### src/rtl/mei_params.svh
`ifndef MEI_PARAMS_SVH
`define MEI_PARAMS_SVH

// System clock.
`define MEI_CLK_PERIOD_NS   100.0

// Transmit flag lead times, before transmission starts.
`define MEI_LEAD_2G_US      50.0
`define MEI_LEAD_3G_MS      22.0
`define MEI_LEAD_LTE_MS     10.5

// Transmit flag lag times, after transmission ends.
`define MEI_LAG_2G_US       60.0
`define MEI_LAG_3G_US       90.0
`define MEI_LAG_LTE_MS      4.0

// Ring pulse width in system clock cycles (100 us at 10 MHz).
`define MEI_RING_PULSE_CYC  1000

// Timer counter width; holds the longest count of 220000 cycles.
`define MEI_TMR_W           18

// Register byte offsets.
`define MEI_OFS_CTRL        12'h000
`define MEI_OFS_EVENT       12'h004
`define MEI_OFS_WAKE_MASK   12'h008
`define MEI_OFS_STATUS      12'h00C

// Control register fields.
`define MEI_CTRL_TX_GO      0
`define MEI_CTRL_RAT_LO     1
`define MEI_CTRL_RAT_HI     2
`define MEI_CTRL_LAMP_ON    3
`define MEI_CTRL_PWR_SAFE   4
`define MEI_CTRL_W          5
`define MEI_CTRL_RESET      5'h00

// Event register and wake mask fields: voice call, data call, timer, short message.
`define MEI_EVT_W           4
`define MEI_WAKE_MASK_RESET 4'h0

// Status register fields.
`define MEI_ST_CARD         0
`define MEI_ST_TX_FLAG      1
`define MEI_ST_TX_GATE      2
`define MEI_ST_WAKE         3
`define MEI_ST_RING         4

`endif

### src/rtl/mei_pkg.sv
package mei_pkg;

  typedef enum logic [3:0] {
    MEI_TX_IDLE = 4'h1,
    MEI_TX_LEAD = 4'h2,
    MEI_TX_ON   = 4'h4,
    MEI_TX_LAG  = 4'h8
  } mei_tx_state_t;

  typedef enum logic [1:0] {
    MEI_RAT_2G  = 2'h0,
    MEI_RAT_3G  = 2'h1,
    MEI_RAT_LTE = 2'h2
  } mei_rat_t;

endpackage : mei_pkg

### src/rtl/mei_timer.sv
`timescale 1ns/10ps
`default_nettype none
`include "mei_params.svh"

module mei_timer #(
  parameter int W = `MEI_TMR_W
) (
  // Clock and reset.
  input  wire logic         pclk,
  input  wire logic         presetn,
  // Control.
  input  wire logic         load,
  input  wire logic [W-1:0] load_val,
  // Status.
  output logic              expired
);

  logic [W-1:0] count_r;
  logic [W-1:0] count_nxt;

  always_comb begin
    count_nxt = count_r;
    if (load) begin
      count_nxt = load_val;
    end else if (count_r != '0) begin
      count_nxt = count_r - W'(1);
    end
  end

  always_ff @(posedge pclk or negedge presetn) begin
    if (!presetn) begin
      count_r <= '0;
    end else begin
      count_r <= count_nxt;
    end
  end

  assign expired = (count_r == '0) && !load;

endmodule // mei_timer

`default_nettype wire

### src/rtl/mei_top.sv
`timescale 1ns/10ps
`default_nettype none
`include "mei_params.svh"

module mei_top
  import mei_pkg::*;
#(
  parameter int LEAD_2G_CYC  = int'($ceil(`MEI_LEAD_2G_US * 1000.0 / `MEI_CLK_PERIOD_NS)),
  parameter int LEAD_3G_CYC  = int'($ceil(`MEI_LEAD_3G_MS * 1000000.0 / `MEI_CLK_PERIOD_NS)),
  parameter int LEAD_LTE_CYC = int'($ceil(`MEI_LEAD_LTE_MS * 1000000.0 / `MEI_CLK_PERIOD_NS)),
  parameter int LAG_2G_CYC   = int'($ceil(`MEI_LAG_2G_US * 1000.0 / `MEI_CLK_PERIOD_NS)),
  parameter int LAG_3G_CYC   = int'($ceil(`MEI_LAG_3G_US * 1000.0 / `MEI_CLK_PERIOD_NS)),
  parameter int LAG_LTE_CYC  = int'($ceil(`MEI_LAG_LTE_MS * 1000000.0 / `MEI_CLK_PERIOD_NS)),
  parameter int RING_CYC     = `MEI_RING_PULSE_CYC
) (
  // Clock and reset.
  input  wire logic        pclk,
  input  wire logic        presetn,
  // APB slave.
  input  wire logic        psel,
  input  wire logic        penable,
  input  wire logic        pwrite,
  input  wire logic [11:0] paddr,
  input  wire logic [31:0] pwdata,
  output logic [31:0]      prdata,
  output logic             pready,
  output logic             pslverr,
  // Indication pins.
  output logic             tx_active_flag,
  output logic             tx_gate_out,
  output logic             status_lamp_drive_n_o,
  output logic             status_lamp_drive_n_oe,
  output logic             host_wake_out,
  output logic             ring_event_out,
  output logic             power_off_safe,
  input  wire logic        card_present_in
);

  localparam int TW = `MEI_TMR_W;

  function automatic logic [TW-1:0] lead_cycles(input logic [1:0] rat);
    case (rat)
      MEI_RAT_3G:  lead_cycles = TW'(LEAD_3G_CYC);
      MEI_RAT_LTE: lead_cycles = TW'(LEAD_LTE_CYC);
      default:     lead_cycles = TW'(LEAD_2G_CYC);
    endcase
  endfunction

  function automatic logic [TW-1:0] lag_cycles(input logic [1:0] rat);
    case (rat)
      MEI_RAT_3G:  lag_cycles = TW'(LAG_3G_CYC);
      MEI_RAT_LTE: lag_cycles = TW'(LAG_LTE_CYC);
      default:     lag_cycles = TW'(LAG_2G_CYC);
    endcase
  endfunction

  // Bus slave and register file.
  logic [`MEI_CTRL_W-1:0] ctrl_r,      ctrl_nxt;
  logic [`MEI_EVT_W-1:0]  wmask_r,     wmask_nxt;
  logic [31:0]            prdata_r,    prdata_nxt;
  logic                   pready_r,    pready_nxt;
  logic                   pslverr_r,   pslverr_nxt;
  logic                   card_r;
  logic                   wake_r,      wake_nxt;
  logic [`MEI_EVT_W-1:0]  evt_wr;
  logic                   wake_clr;
  logic                   acc_done;
  logic                   mapped;
  logic [31:0]            rd_val;

  // Transmit sequencer and ring pulse.
  mei_tx_state_t          tx_st_r,     tx_st_nxt;
  logic [1:0]             rat_r,       rat_nxt;
  logic                   flag_r,      flag_nxt;
  logic                   gate_r,      gate_nxt;
  logic                   tmr_load;
  logic [TW-1:0]          tmr_val;
  logic                   tmr_exp;
  logic [TW-1:0]          ring_cnt_r,  ring_cnt_nxt;
  logic                   ring_r,      ring_nxt;

  // A write lands only at the edge where the slave shows pready high.
  assign acc_done = psel && penable && pready_r;
  assign mapped   = (paddr == `MEI_OFS_CTRL) || (paddr == `MEI_OFS_EVENT) ||
                    (paddr == `MEI_OFS_WAKE_MASK) || (paddr == `MEI_OFS_STATUS);
  assign evt_wr   = (acc_done && pwrite && paddr == `MEI_OFS_EVENT) ? pwdata[`MEI_EVT_W-1:0] : '0;
  assign wake_clr = acc_done && pwrite && paddr == `MEI_OFS_STATUS && pwdata[`MEI_ST_WAKE];

  always_comb begin
    rd_val = '0;
    case (paddr)
      `MEI_OFS_CTRL:      rd_val[`MEI_CTRL_W-1:0] = ctrl_r;
      `MEI_OFS_WAKE_MASK: rd_val[`MEI_EVT_W-1:0]  = wmask_r;
      `MEI_OFS_STATUS: begin
        rd_val[`MEI_ST_CARD]    = card_r;
        rd_val[`MEI_ST_TX_FLAG] = flag_r;
        rd_val[`MEI_ST_TX_GATE] = gate_r;
        rd_val[`MEI_ST_WAKE]    = wake_r;
        rd_val[`MEI_ST_RING]    = ring_r;
      end
      default:            rd_val = '0;
    endcase
  end

  always_comb begin
    ctrl_nxt    = ctrl_r;
    wmask_nxt   = wmask_r;
    prdata_nxt  = prdata_r;
    pslverr_nxt = pslverr_r;
    pready_nxt  = 1'b0;
    // One wait state gives time to register read data and the error answer.
    if (psel && penable && !pready_r) begin
      pready_nxt  = 1'b1;
      pslverr_nxt = !mapped;
      prdata_nxt  = (pwrite || !mapped) ? 32'h0000_0000 : rd_val;
    end
    if (acc_done && pwrite && paddr == `MEI_OFS_CTRL) begin
      ctrl_nxt = pwdata[`MEI_CTRL_W-1:0];
    end
    if (acc_done && pwrite && paddr == `MEI_OFS_WAKE_MASK) begin
      wmask_nxt = pwdata[`MEI_EVT_W-1:0];
    end
    // Set wins over a clear that lands in the same cycle.
    wake_nxt = wake_r;
    if (wake_clr) begin
      wake_nxt = 1'b0;
    end
    if ((evt_wr & wmask_r) != '0) begin
      wake_nxt = 1'b1;
    end
  end

  always_ff @(posedge pclk or negedge presetn) begin
    if (!presetn) begin
      ctrl_r    <= `MEI_CTRL_RESET;
      wmask_r   <= `MEI_WAKE_MASK_RESET;
      prdata_r  <= 32'h0000_0000;
      pready_r  <= 1'b0;
      pslverr_r <= 1'b0;
      wake_r    <= 1'b0;
      card_r    <= 1'b0;
    end else begin
      ctrl_r    <= ctrl_nxt;
      wmask_r   <= wmask_nxt;
      prdata_r  <= prdata_nxt;
      pready_r  <= pready_nxt;
      pslverr_r <= pslverr_nxt;
      wake_r    <= wake_nxt;
      card_r    <= card_present_in;
    end
  end

  // Transmit sequencer. The technology is latched when a lead starts so that a
  // change mid-burst cannot shorten a lead or lag already running.
  always_comb begin
    tx_st_nxt = tx_st_r;
    rat_nxt   = rat_r;
    flag_nxt  = flag_r;
    gate_nxt  = gate_r;
    tmr_load  = 1'b0;
    tmr_val   = '0;
    case (tx_st_r)
      MEI_TX_IDLE: begin
        if (ctrl_r[`MEI_CTRL_TX_GO]) begin
          rat_nxt   = ctrl_r[`MEI_CTRL_RAT_HI:`MEI_CTRL_RAT_LO];
          tmr_load  = 1'b1;
          tmr_val   = lead_cycles(ctrl_r[`MEI_CTRL_RAT_HI:`MEI_CTRL_RAT_LO]);
          flag_nxt  = 1'b1;
          tx_st_nxt = MEI_TX_LEAD;
        end
      end
      MEI_TX_LEAD: begin
        if (!ctrl_r[`MEI_CTRL_TX_GO]) begin
          tmr_load  = 1'b1;
          tmr_val   = lag_cycles(rat_r);
          tx_st_nxt = MEI_TX_LAG;
        end else if (tmr_exp) begin
          gate_nxt  = 1'b1;
          tx_st_nxt = MEI_TX_ON;
        end
      end
      MEI_TX_ON: begin
        if (!ctrl_r[`MEI_CTRL_TX_GO]) begin
          gate_nxt  = 1'b0;
          tmr_load  = 1'b1;
          tmr_val   = lag_cycles(rat_r);
          tx_st_nxt = MEI_TX_LAG;
        end
      end
      MEI_TX_LAG: begin
        // A new request during the lag restarts the full lead; the flag stays high.
        if (ctrl_r[`MEI_CTRL_TX_GO]) begin
          rat_nxt   = ctrl_r[`MEI_CTRL_RAT_HI:`MEI_CTRL_RAT_LO];
          tmr_load  = 1'b1;
          tmr_val   = lead_cycles(ctrl_r[`MEI_CTRL_RAT_HI:`MEI_CTRL_RAT_LO]);
          tx_st_nxt = MEI_TX_LEAD;
        end else if (tmr_exp) begin
          flag_nxt  = 1'b0;
          tx_st_nxt = MEI_TX_IDLE;
        end
      end
      default: begin
        flag_nxt  = 1'b0;
        gate_nxt  = 1'b0;
        tx_st_nxt = MEI_TX_IDLE;
      end
    endcase
  end

  // Ring pulse: a new event while the pulse runs is absorbed, not extended.
  always_comb begin
    ring_cnt_nxt = ring_cnt_r;
    ring_nxt     = ring_r;
    if (ring_r) begin
      if (ring_cnt_r == TW'(1)) begin
        ring_nxt = 1'b0;
      end
      ring_cnt_nxt = ring_cnt_r - TW'(1);
    end else if (evt_wr != '0) begin
      ring_nxt     = 1'b1;
      ring_cnt_nxt = TW'(RING_CYC);
    end
  end

  always_ff @(posedge pclk or negedge presetn) begin
    if (!presetn) begin
      tx_st_r    <= MEI_TX_IDLE;
      rat_r      <= MEI_RAT_2G;
      flag_r     <= 1'b0;
      gate_r     <= 1'b0;
      ring_cnt_r <= '0;
      ring_r     <= 1'b0;
    end else begin
      tx_st_r    <= tx_st_nxt;
      rat_r      <= rat_nxt;
      flag_r     <= flag_nxt;
      gate_r     <= gate_nxt;
      ring_cnt_r <= ring_cnt_nxt;
      ring_r     <= ring_nxt;
    end
  end

  mei_timer #(
    .W        (TW)
  ) u_tmr (
    .pclk     (pclk),
    .presetn  (presetn),
    .load     (tmr_load),
    .load_val (tmr_val),
    .expired  (tmr_exp)
  );

  // Lamp and safe-power pins are registered so every output leaves a flop.
  logic lamp_oe_r;
  logic pwr_safe_r;

  always_ff @(posedge pclk or negedge presetn) begin
    if (!presetn) begin
      lamp_oe_r  <= 1'b0;
      pwr_safe_r <= 1'b0;
    end else begin
      lamp_oe_r  <= ctrl_r[`MEI_CTRL_LAMP_ON];
      pwr_safe_r <= ctrl_r[`MEI_CTRL_PWR_SAFE];
    end
  end

  // The lamp pin data is a constant-low flop; only the enable moves.
  logic lamp_lvl_r;

  always_ff @(posedge pclk or negedge presetn) begin
    if (!presetn) begin
      lamp_lvl_r <= 1'b0;
    end else begin
      lamp_lvl_r <= 1'b0;
    end
  end

  assign prdata                 = prdata_r;
  assign pready                 = pready_r;
  assign pslverr                = pslverr_r;
  assign tx_active_flag         = flag_r;
  assign tx_gate_out            = gate_r;
  assign status_lamp_drive_n_o  = lamp_lvl_r;
  assign status_lamp_drive_n_oe = lamp_oe_r;
  assign host_wake_out          = wake_r;
  assign ring_event_out         = ring_r;
  assign power_off_safe         = pwr_safe_r;

endmodule // mei_top

`default_nettype wire

### config.mk
export PLATFORM = sky130hd
export DESIGN_NAME = mei_top
export DESIGN_NICKNAME = d
export VERILOG_FILES = /design/src/rtl/mei_pkg.sv /design/src/rtl/mei_timer.sv /design/src/rtl/mei_top.sv
export VERILOG_INCLUDE_DIRS = /design/src /design/src/rtl
export SDC_FILE = /design/constraint.sdc
export NUM_CORES = 1
export LEC_CHECK = 0
export ABC_AREA = 1
export CAP_MARGIN = 30
export CORE_MARGIN = 2
export CORE_UTILIZATION = 55
export CTS_BUF_LIST = sky130_fd_sc_hd__clkbuf_4 sky130_fd_sc_hd__clkbuf_8
export CTS_CLUSTER_DIAMETER = 30
export DETAILED_ROUTE_END_ITERATION = 10
export DONT_BUFFER_PORTS = 1
export PLACE_DENSITY = 0.7
export REMOVE_ABC_BUFFERS = 1
export SLEW_MARGIN = 20
export SYNTH_ARGS = -nofsm -noshare
export SYNTH_HDL_FRONTEND = slang
export SYNTH_SLANG_ARGS = --single-unit
### constraint.sdc
create_clock -name pclk -period 3.1 [get_ports pclk]
set_input_delay 0.31 -clock pclk [delete_from_list [all_inputs] [get_ports pclk]]
set_output_delay 0.31 -clock pclk [all_outputs]
set_load 0.01 [all_outputs]
Yosys cells after proc, flatten, opt, wreduce, memory -nomap -nowiden

Cells that the tools add are included.

Reductions and logical operators: 31
Equal/unequal tests: 20
Div/mod/pow operators: 0
Magnitude comparators: 0
Mux-type cells: 37
Bitwise gates (word level): 3
Multipliers: 0
$add $sub $neg: 2
Shift-type cells: 0

Operators with widths:

| operator                                           | count |
|---|---|
| 2-to-1 mux 18 bit                                  | 5 |
| one-hot mux 18 bit (2 select lines)                | 2 |
| subtractor 18 x 1 -> 18 bit, second input constant | 2 |
| one-hot mux 16 bit (2 select lines)                | 1 |
| 2-to-1 mux 4 bit                                   | 7 |
| == test 12 x 4 -> 1 bit, second input constant     | 2 |
| == test 18 x 1 -> 1 bit, second input constant     | 1 |
| logical NOT 18 bit                                 | 1 |
| nonzero test 18 bit                                | 1 |
| 2-to-1 mux 16 bit                                  | 1 |
| one-hot mux 4 bit (4 select lines)                 | 1 |
| 2-to-1 mux 1 bit                                   | 14 |
| == test 12 x 3 -> 1 bit, second input constant     | 1 |
| logical NOT 12 bit                                 | 1 |
| != test 2 bit, second input constant               | 6 |
| one-hot mux 4 bit (3 select lines)                 | 1 |
| AND reduction 4 bit                                | 3 |
| logical AND 1 bit                                  | 10 |
| nonzero test 4 bit                                 | 2 |
| != test 3 bit, second input constant               | 2 |
| one-hot mux 1 bit (3 select lines)                 | 2 |
| nonzero test 2 bit                                 | 3 |
| 2-to-1 mux 5 bit                                   | 1 |
| AND 4 bit                                          | 1 |
| 12 further kinds                                   | 22 |

Latch bits: 0
Bits of input ports: 50
Register bits after elaboration: 92
Memory bits (read-only): 0
Bits in writable memories: 0
Memories: 0
Output and inout bits: 41

Longest topological paths before layout

Word-level depth: 8
Mapped depth: 12

Hierarchy

From an unflattened synthesis, not the netlist that was laid out.

Cell total of the unflattened synthesis: 599
Area, all modules: 4324.1 um^2

By module, submodules not included:

| module    | area an instance (um^2) | seq. area each (um^2) | cells an instance | instances |
|---|---|---|---|---|
| mei_top   | 3059.2                  | 1177.4                | 416               | 1 |
| mei_timer | 1265.0                  | 450.4                 | 183               | 1 |

Least setup slack after synthesis

No wires, ideal clock.

Path kind: reg2reg
From: register u_tmr.count_r[0]
To: register flag_r, in the netlist tx_active_flag
Stages on the path, launching flop included: 11
Arrival: 1.538 ns
Path slack: 1.445 ns
Clock period less this slack: 1.655 ns
Cell sequence: dfrtp_1 -> inv_1 -> ha_1 -> nand3_1 -> nor2_2 -> nand4_1 -> nor2_2 -> buf_6 -> o21ai_0 -> nand2_1 -> nand2_1

Longest elaborated chain between the ends: 4

Ends and longest elaborated chain:

| element                              | RTL line        | source |
|---|---|---|
| start, declared                      | mei_timer.sv:18 | `logic [W-1:0] count_r;` |
| start signal, assigned               | mei_timer.sv:34 | `count_r <= count_nxt;` |
| logical NOT 18 bit                   | mei_timer.sv:38 | `assign expired = (count_r == '0) && !load;` |
| logical AND 1 bit                    | mei_timer.sv:38 |  |
| != test 2 bit (no source line)       | -               |  |
| AND reduction 4 bit (no source line) | -               |  |
| end signal, assigned                 | mei_top.sv:236  | `flag_r <= flag_nxt;` |
| end, declared                        | mei_top.sv:74   | `logic flag_r, flag_nxt;` |

Every way passes these cells.
A chain may end at the register's enable or synchronous reset.

Worst setup path in the final report

From: register u_tmr.count_r[0]
To: register u_tmr.count_r[1]

Longest elaborated chain between the ends: 3
Elaborated cells between the ends (all ways): 5
Those cells by class: add/sub (1); mux (2); reduce/logical (2)

Ends and longest elaborated chain:

| element                     | RTL line        | source |
|---|---|---|
| subtractor 18 x 1 -> 18 bit | mei_timer.sv:26 | `count_nxt = count_r - W'(1);` |
| 2-to-1 mux 18 bit           | mei_timer.sv:25 | `end else if (count_r != '0) begin` |
| 2-to-1 mux 18 bit           | mei_timer.sv:23 | `if (load) begin` |

Parallel ways exist; a longest one is shown, timed or not. The select of a mux whose other input is x is not followed.

==> metrics <==
GR met2 Demand/Resource=0.368; CP max FO=14; post-synth top area share=0.402; critical path data required time=about 3.3 ns; instance count along the most critical hold path=3; number of non-filler instances in the completed layout=637; pin count of the biggest net entering global routing=66; sequential share of the synthesized area=0.409; Post-DRT Antenna Nets=0; placement row count=31; total inserted antenna cells=0; Reg2Reg Setup Slack=0.96 ns; FF-to-FF path depth=9; clk slew on worst S/H paths=about 0.07 ns; peak supply drop=0.306 mV; Critical-path top delay cell=sky130_fd_sc_hd__dfrtp_1; GRT Resource Usage Total=0.230; dominant combinational cell family by area after synthesis=simple AND/OR/NAND/NOR gates; multiplexer fraction of the synthesized cell area=0.00283; most used cell along the critical path=sky130_fd_sc_hd__nor2_2; Core Box Area=7140 µm²; first-pass iteration count of the detailed router=4; aggregate negative setup slack=0 ns; Hold Path Origin=pwrite; clock network power share=0.329; post-synthesis share of cell area spent on and, or, nand and nor gates=0.304; initial DRC count=171; static leakage power=between 2 and 2.5 nW; vias in the first global route=between 3000 and 4000; Netlist Area Pre-Place=3980 µm²; combinational share of power=0.215; Crit Path Category=flip-flop to flip-flop; adder and majority cell fraction of the synthesized area=0.0314; unrepaired setup endpoints after global routing=no; share of the cycle needed by the critical path after routing=0.689; Sw Pwr=about 730 µW; minimum period implied by the final worst setup slack=2.14 ns; clock latency on the worst-skew pair=0.34 ns; Worst Hold End=prdata[4]; total congestion overflow after global routing=0; number of clock sinks seen by CTS=65; fraction of layout cells with a size suffix above 1=0.0892; RR Endpoint=u_tmr.count_r[1]; Die Width=89.1 µm; Setup Skew=0.00888 ns; placed wire-length estimate=5890 µm; number of remaining DRC errors=0; count of unique library cells instantiated by Yosys=38; Crit. Startpoint=u_tmr.count_r[0]; synthesis-to-layout area growth=5.94%; H-tree depth=3; I/O pins=91; total die area=between 7000 and 8000 µm²; PortBufs=0; series of cell instances along the critical path=inv_1 -> ha_1 -> nand3_1 -> nor2_2 -> nand4_1 -> nor2_2 -> buf_4 -> nand2_1 -> o31ai_1; total power=2.34 mW; number of antenna violations at the first check in global routing=0; Crit Reg-Reg Startpoint=u_tmr.count_r[0]; Placed Cells incl. Taps=~620; Critical Path Start Type=flip-flop; final hold vios=0; sequential share of power=0.456; power density relative to cell area=554 nW/µm²; Internal Power=1.60 mW; number of violations of the max-capacitance limit=0; Area contributors post-synth=sky130_fd_sc_hd__dfrtp_1, sky130_fd_sc_hd__nand2_1, sky130_fd_sc_hd__nand3_1; total via count after detailed routing=3321; kind of end point of the critical path=flip-flop; Final Wtd Congestion=0.853; per-cell via count in the routed design=5.21; clock tree from TritonCTS=done; effective utilization at floorplan=0.558; total number of nets in the final design=594; max frequency=roughly 470 MHz; slew at the pin closest to its max-slew limit=~0.92 ns; Synthesis Warnings=0; maximum root-to-sink buffer count=2; buffer type at the clock tree root=sky130_fd_sc_hd__clkbuf_8; cell family with the largest share of critical-path delay=simple AND/OR/NAND/NOR gates; met1 global-route usage=0.306; wire length reported by the detailed router=between 8000 and 9000 µm; Crit path largest cell delay=0.37 ns; #FFs+latches synth=65; tightest slew margin relative to the limit=0.390; first-pass GRT wire length=14100 µm; final-report max-slew violation count=0; tightest hold margin=0.106 ns; final setup violation count=0; Switching Fraction=0.313; number of CTS-inserted buffers=9; per-instance average area after synthesis=7.56 µm²; gr busiest metal=met2; worst path arrival time=2.38 ns; cell type with the highest aggregate area in the netlist=sky130_fd_sc_hd__dfrtp_1; sum of buffers and inverters on the critical path=2; Post-Syn Instances=between 500 and 600; share of the synthesized area in compound gates (AO/OA/AOI/OAI)=0.110; XOR/XNOR share of the synthesized area=0.0176; routed len/inst=13.0 µm; result of the run=completed; type of the tightest min-delay check=primary input to flip-flop; post-CTS setup-driven buffer insertion count=0; met3 capacity usage during global routing=0.0397; overall die height=89.1 µm
==> sequential cells by signal, summed over array words and instances (netlist names), 2 cells and up <==
| name | count |
|---|---|
| ring_cnt_r | 18 |
| rat_r | 2 |
| u_tmr.count_r | 18 |
| wmask_r | 4 |
| prdata | 5 |
| ctrl_r | 5 |
| tx_st_r | 4 |
==> cell type report <==
| class | count | area (µm²) |
|---|---|---|
| Sequential cell | 65 | 1630 |
| Fill cell | 685 | 2920 |
| Clock inverter | 2 | 35.0 |
| Tap cell | 99 | 124 |
| Timing Repair Buffer | 4 | 55.1 |
| Inverter | 63 | 238 |
| Multi-Input combinational cell | 391 | 1960 |
| Clock buffer | 13 | 179 |
==> power groups by stage <==
stage	Combinational (mW)	Clock [mW]	Sequential (mW)
final	0.503	0.768	1.06
after global routing	0.595	0.814	1.08
after CTS	0.504	0.779	1.06
after detailed placement	0.478	0	1.08
after global placement	0.469	0	1.07
after floorplan	0.399	0	1.05
==> cells in the mapped netlist <==
library cell and number:
sky130_fd_sc_hd__nor3_2 2, sky130_fd_sc_hd__dfrtp_1 64, sky130_fd_sc_hd__mux2_2 1, sky130_fd_sc_hd__nor2_4 4, sky130_fd_sc_hd__nor2_1 58, sky130_fd_sc_hd__o21ai_4 1
sky130_fd_sc_hd__a22o_1 4, sky130_fd_sc_hd__xor2_1 7, sky130_fd_sc_hd__nand2_2 2, sky130_fd_sc_hd__o21bai_1 1, sky130_fd_sc_hd__buf_2 2, sky130_fd_sc_hd__ha_1 10
sky130_fd_sc_hd__o21ai_1 3, sky130_fd_sc_hd__nand3_1 56, sky130_fd_sc_hd__o31ai_1 3, sky130_fd_sc_hd__a22oi_1 1, sky130_fd_sc_hd__inv_1 59, sky130_fd_sc_hd__dfstp_2 1
sky130_fd_sc_hd__clkbuf_1 2, sky130_fd_sc_hd__conb_1 1, sky130_fd_sc_hd__nor2_2 8, sky130_fd_sc_hd__inv_2 3, sky130_fd_sc_hd__or2_2 6, sky130_fd_sc_hd__xnor2_1 1
sky130_fd_sc_hd__nand3b_1 2, sky130_fd_sc_hd__a31oi_1 10, sky130_fd_sc_hd__nand2_4 1, sky130_fd_sc_hd__buf_6 2, sky130_fd_sc_hd__nand3_2 1, sky130_fd_sc_hd__buf_4 29
sky130_fd_sc_hd__or2_1 1, sky130_fd_sc_hd__o21ai_0 32, sky130_fd_sc_hd__clkinv_2 1, sky130_fd_sc_hd__and3_1 1, sky130_fd_sc_hd__nor3_1 7, sky130_fd_sc_hd__a21oi_1 22
sky130_fd_sc_hd__nand4_1 9, sky130_fd_sc_hd__nand2_1 109
==> routing by layer <==
layer,vias to the layer above,wire [µm]
met5,-,0
met4,0,213
met3,22,403
met2,93,3840
met1,1535,3810
li1,1671,-
==> worst register-to-register path, stage by stage (launching register included) <==
cell and delay [ns]:
sky130_fd_sc_hd__dfrtp_1 0.37, sky130_fd_sc_hd__inv_1 0.16, sky130_fd_sc_hd__ha_1 0.24, sky130_fd_sc_hd__nand3_1 0.14, sky130_fd_sc_hd__nor2_2 0.20, sky130_fd_sc_hd__nand4_1 0.19
sky130_fd_sc_hd__nor2_2 0.31, sky130_fd_sc_hd__buf_4 0.28, sky130_fd_sc_hd__nand2_1 0.07, sky130_fd_sc_hd__o31ai_1 0.07
==> metrics by stage <==
stage | setup WS, ns | instance area, µm² | utilization
final | 0.964 | 4220 | 0.591
after global routing | 0.722 | 4220 | 0.591
after CTS | 0.959 | 4220 | 0.591
after detailed placement | 0.981 | 3960 | 0.555
after global placement | 1.04 | 3960 | 0.555
after floorplan | 1.16 | 3830 | -
==> cell usage in the layout (no fill, tap or decap), types with 2 or more instances in the layout <==
cell type and count:
sky130_fd_sc_hd__clkinv_2 2, sky130_fd_sc_hd__xor2_1 7, sky130_fd_sc_hd__inv_2 3, sky130_fd_sc_hd__a21oi_1 22, sky130_fd_sc_hd__nand2_2 2, sky130_fd_sc_hd__or2_2 6
sky130_fd_sc_hd__inv_1 59, sky130_fd_sc_hd__o31ai_1 3, sky130_fd_sc_hd__a31oi_1 10, sky130_fd_sc_hd__nand4_1 9, sky130_fd_sc_hd__conb_1 28, sky130_fd_sc_hd__nor3_2 2
sky130_fd_sc_hd__a22o_1 4, sky130_fd_sc_hd__o21ai_1 3, sky130_fd_sc_hd__o21ai_0 32, sky130_fd_sc_hd__clkbuf_8 13, sky130_fd_sc_hd__nor2_2 8, sky130_fd_sc_hd__dfrtp_1 64
sky130_fd_sc_hd__nor2_4 4, sky130_fd_sc_hd__ha_1 10, sky130_fd_sc_hd__nand2_1 109, sky130_fd_sc_hd__dlygate4sd3_1 2, sky130_fd_sc_hd__nand3_1 56, sky130_fd_sc_hd__nor3_1 7
sky130_fd_sc_hd__nor2_1 58, sky130_fd_sc_hd__nand3b_1 2
==> how the worst max path moves through the flow <==
stage	slack (ns)	end	depth (start not counted)
5_1_grt	0.72	u_tmr.count_r[1]	9
6_report	0.96	u_tmr.count_r[1]	9
4_1_cts	0.96	u_tmr.count_r[1]	9
3_3_place_gp	1.04	u_tmr.count_r[1]	9
2_1_floorplan	1.16	tx_active_flag	9
3_5_place_dp	0.98	u_tmr.count_r[1]	9
==> kinds of logic (layout without fill, tap and decap cells) <==
group,count (synthesis),count (layout)
buf+inv,98,82
other cells,1,28
compound gates,77,77
xor+xnor,8,8
fa+ha+maj,10,10
simple gates,267,267
flops,65,65
mux,1,1
==> timing repair <==
action | in CTS | in global routing
gates resized for setup | 0 | 0
hold buffers | 3 | 0
hold endpoints to repair | 66 | 0
No activity file was read; power rests on OpenSTA's default activity.
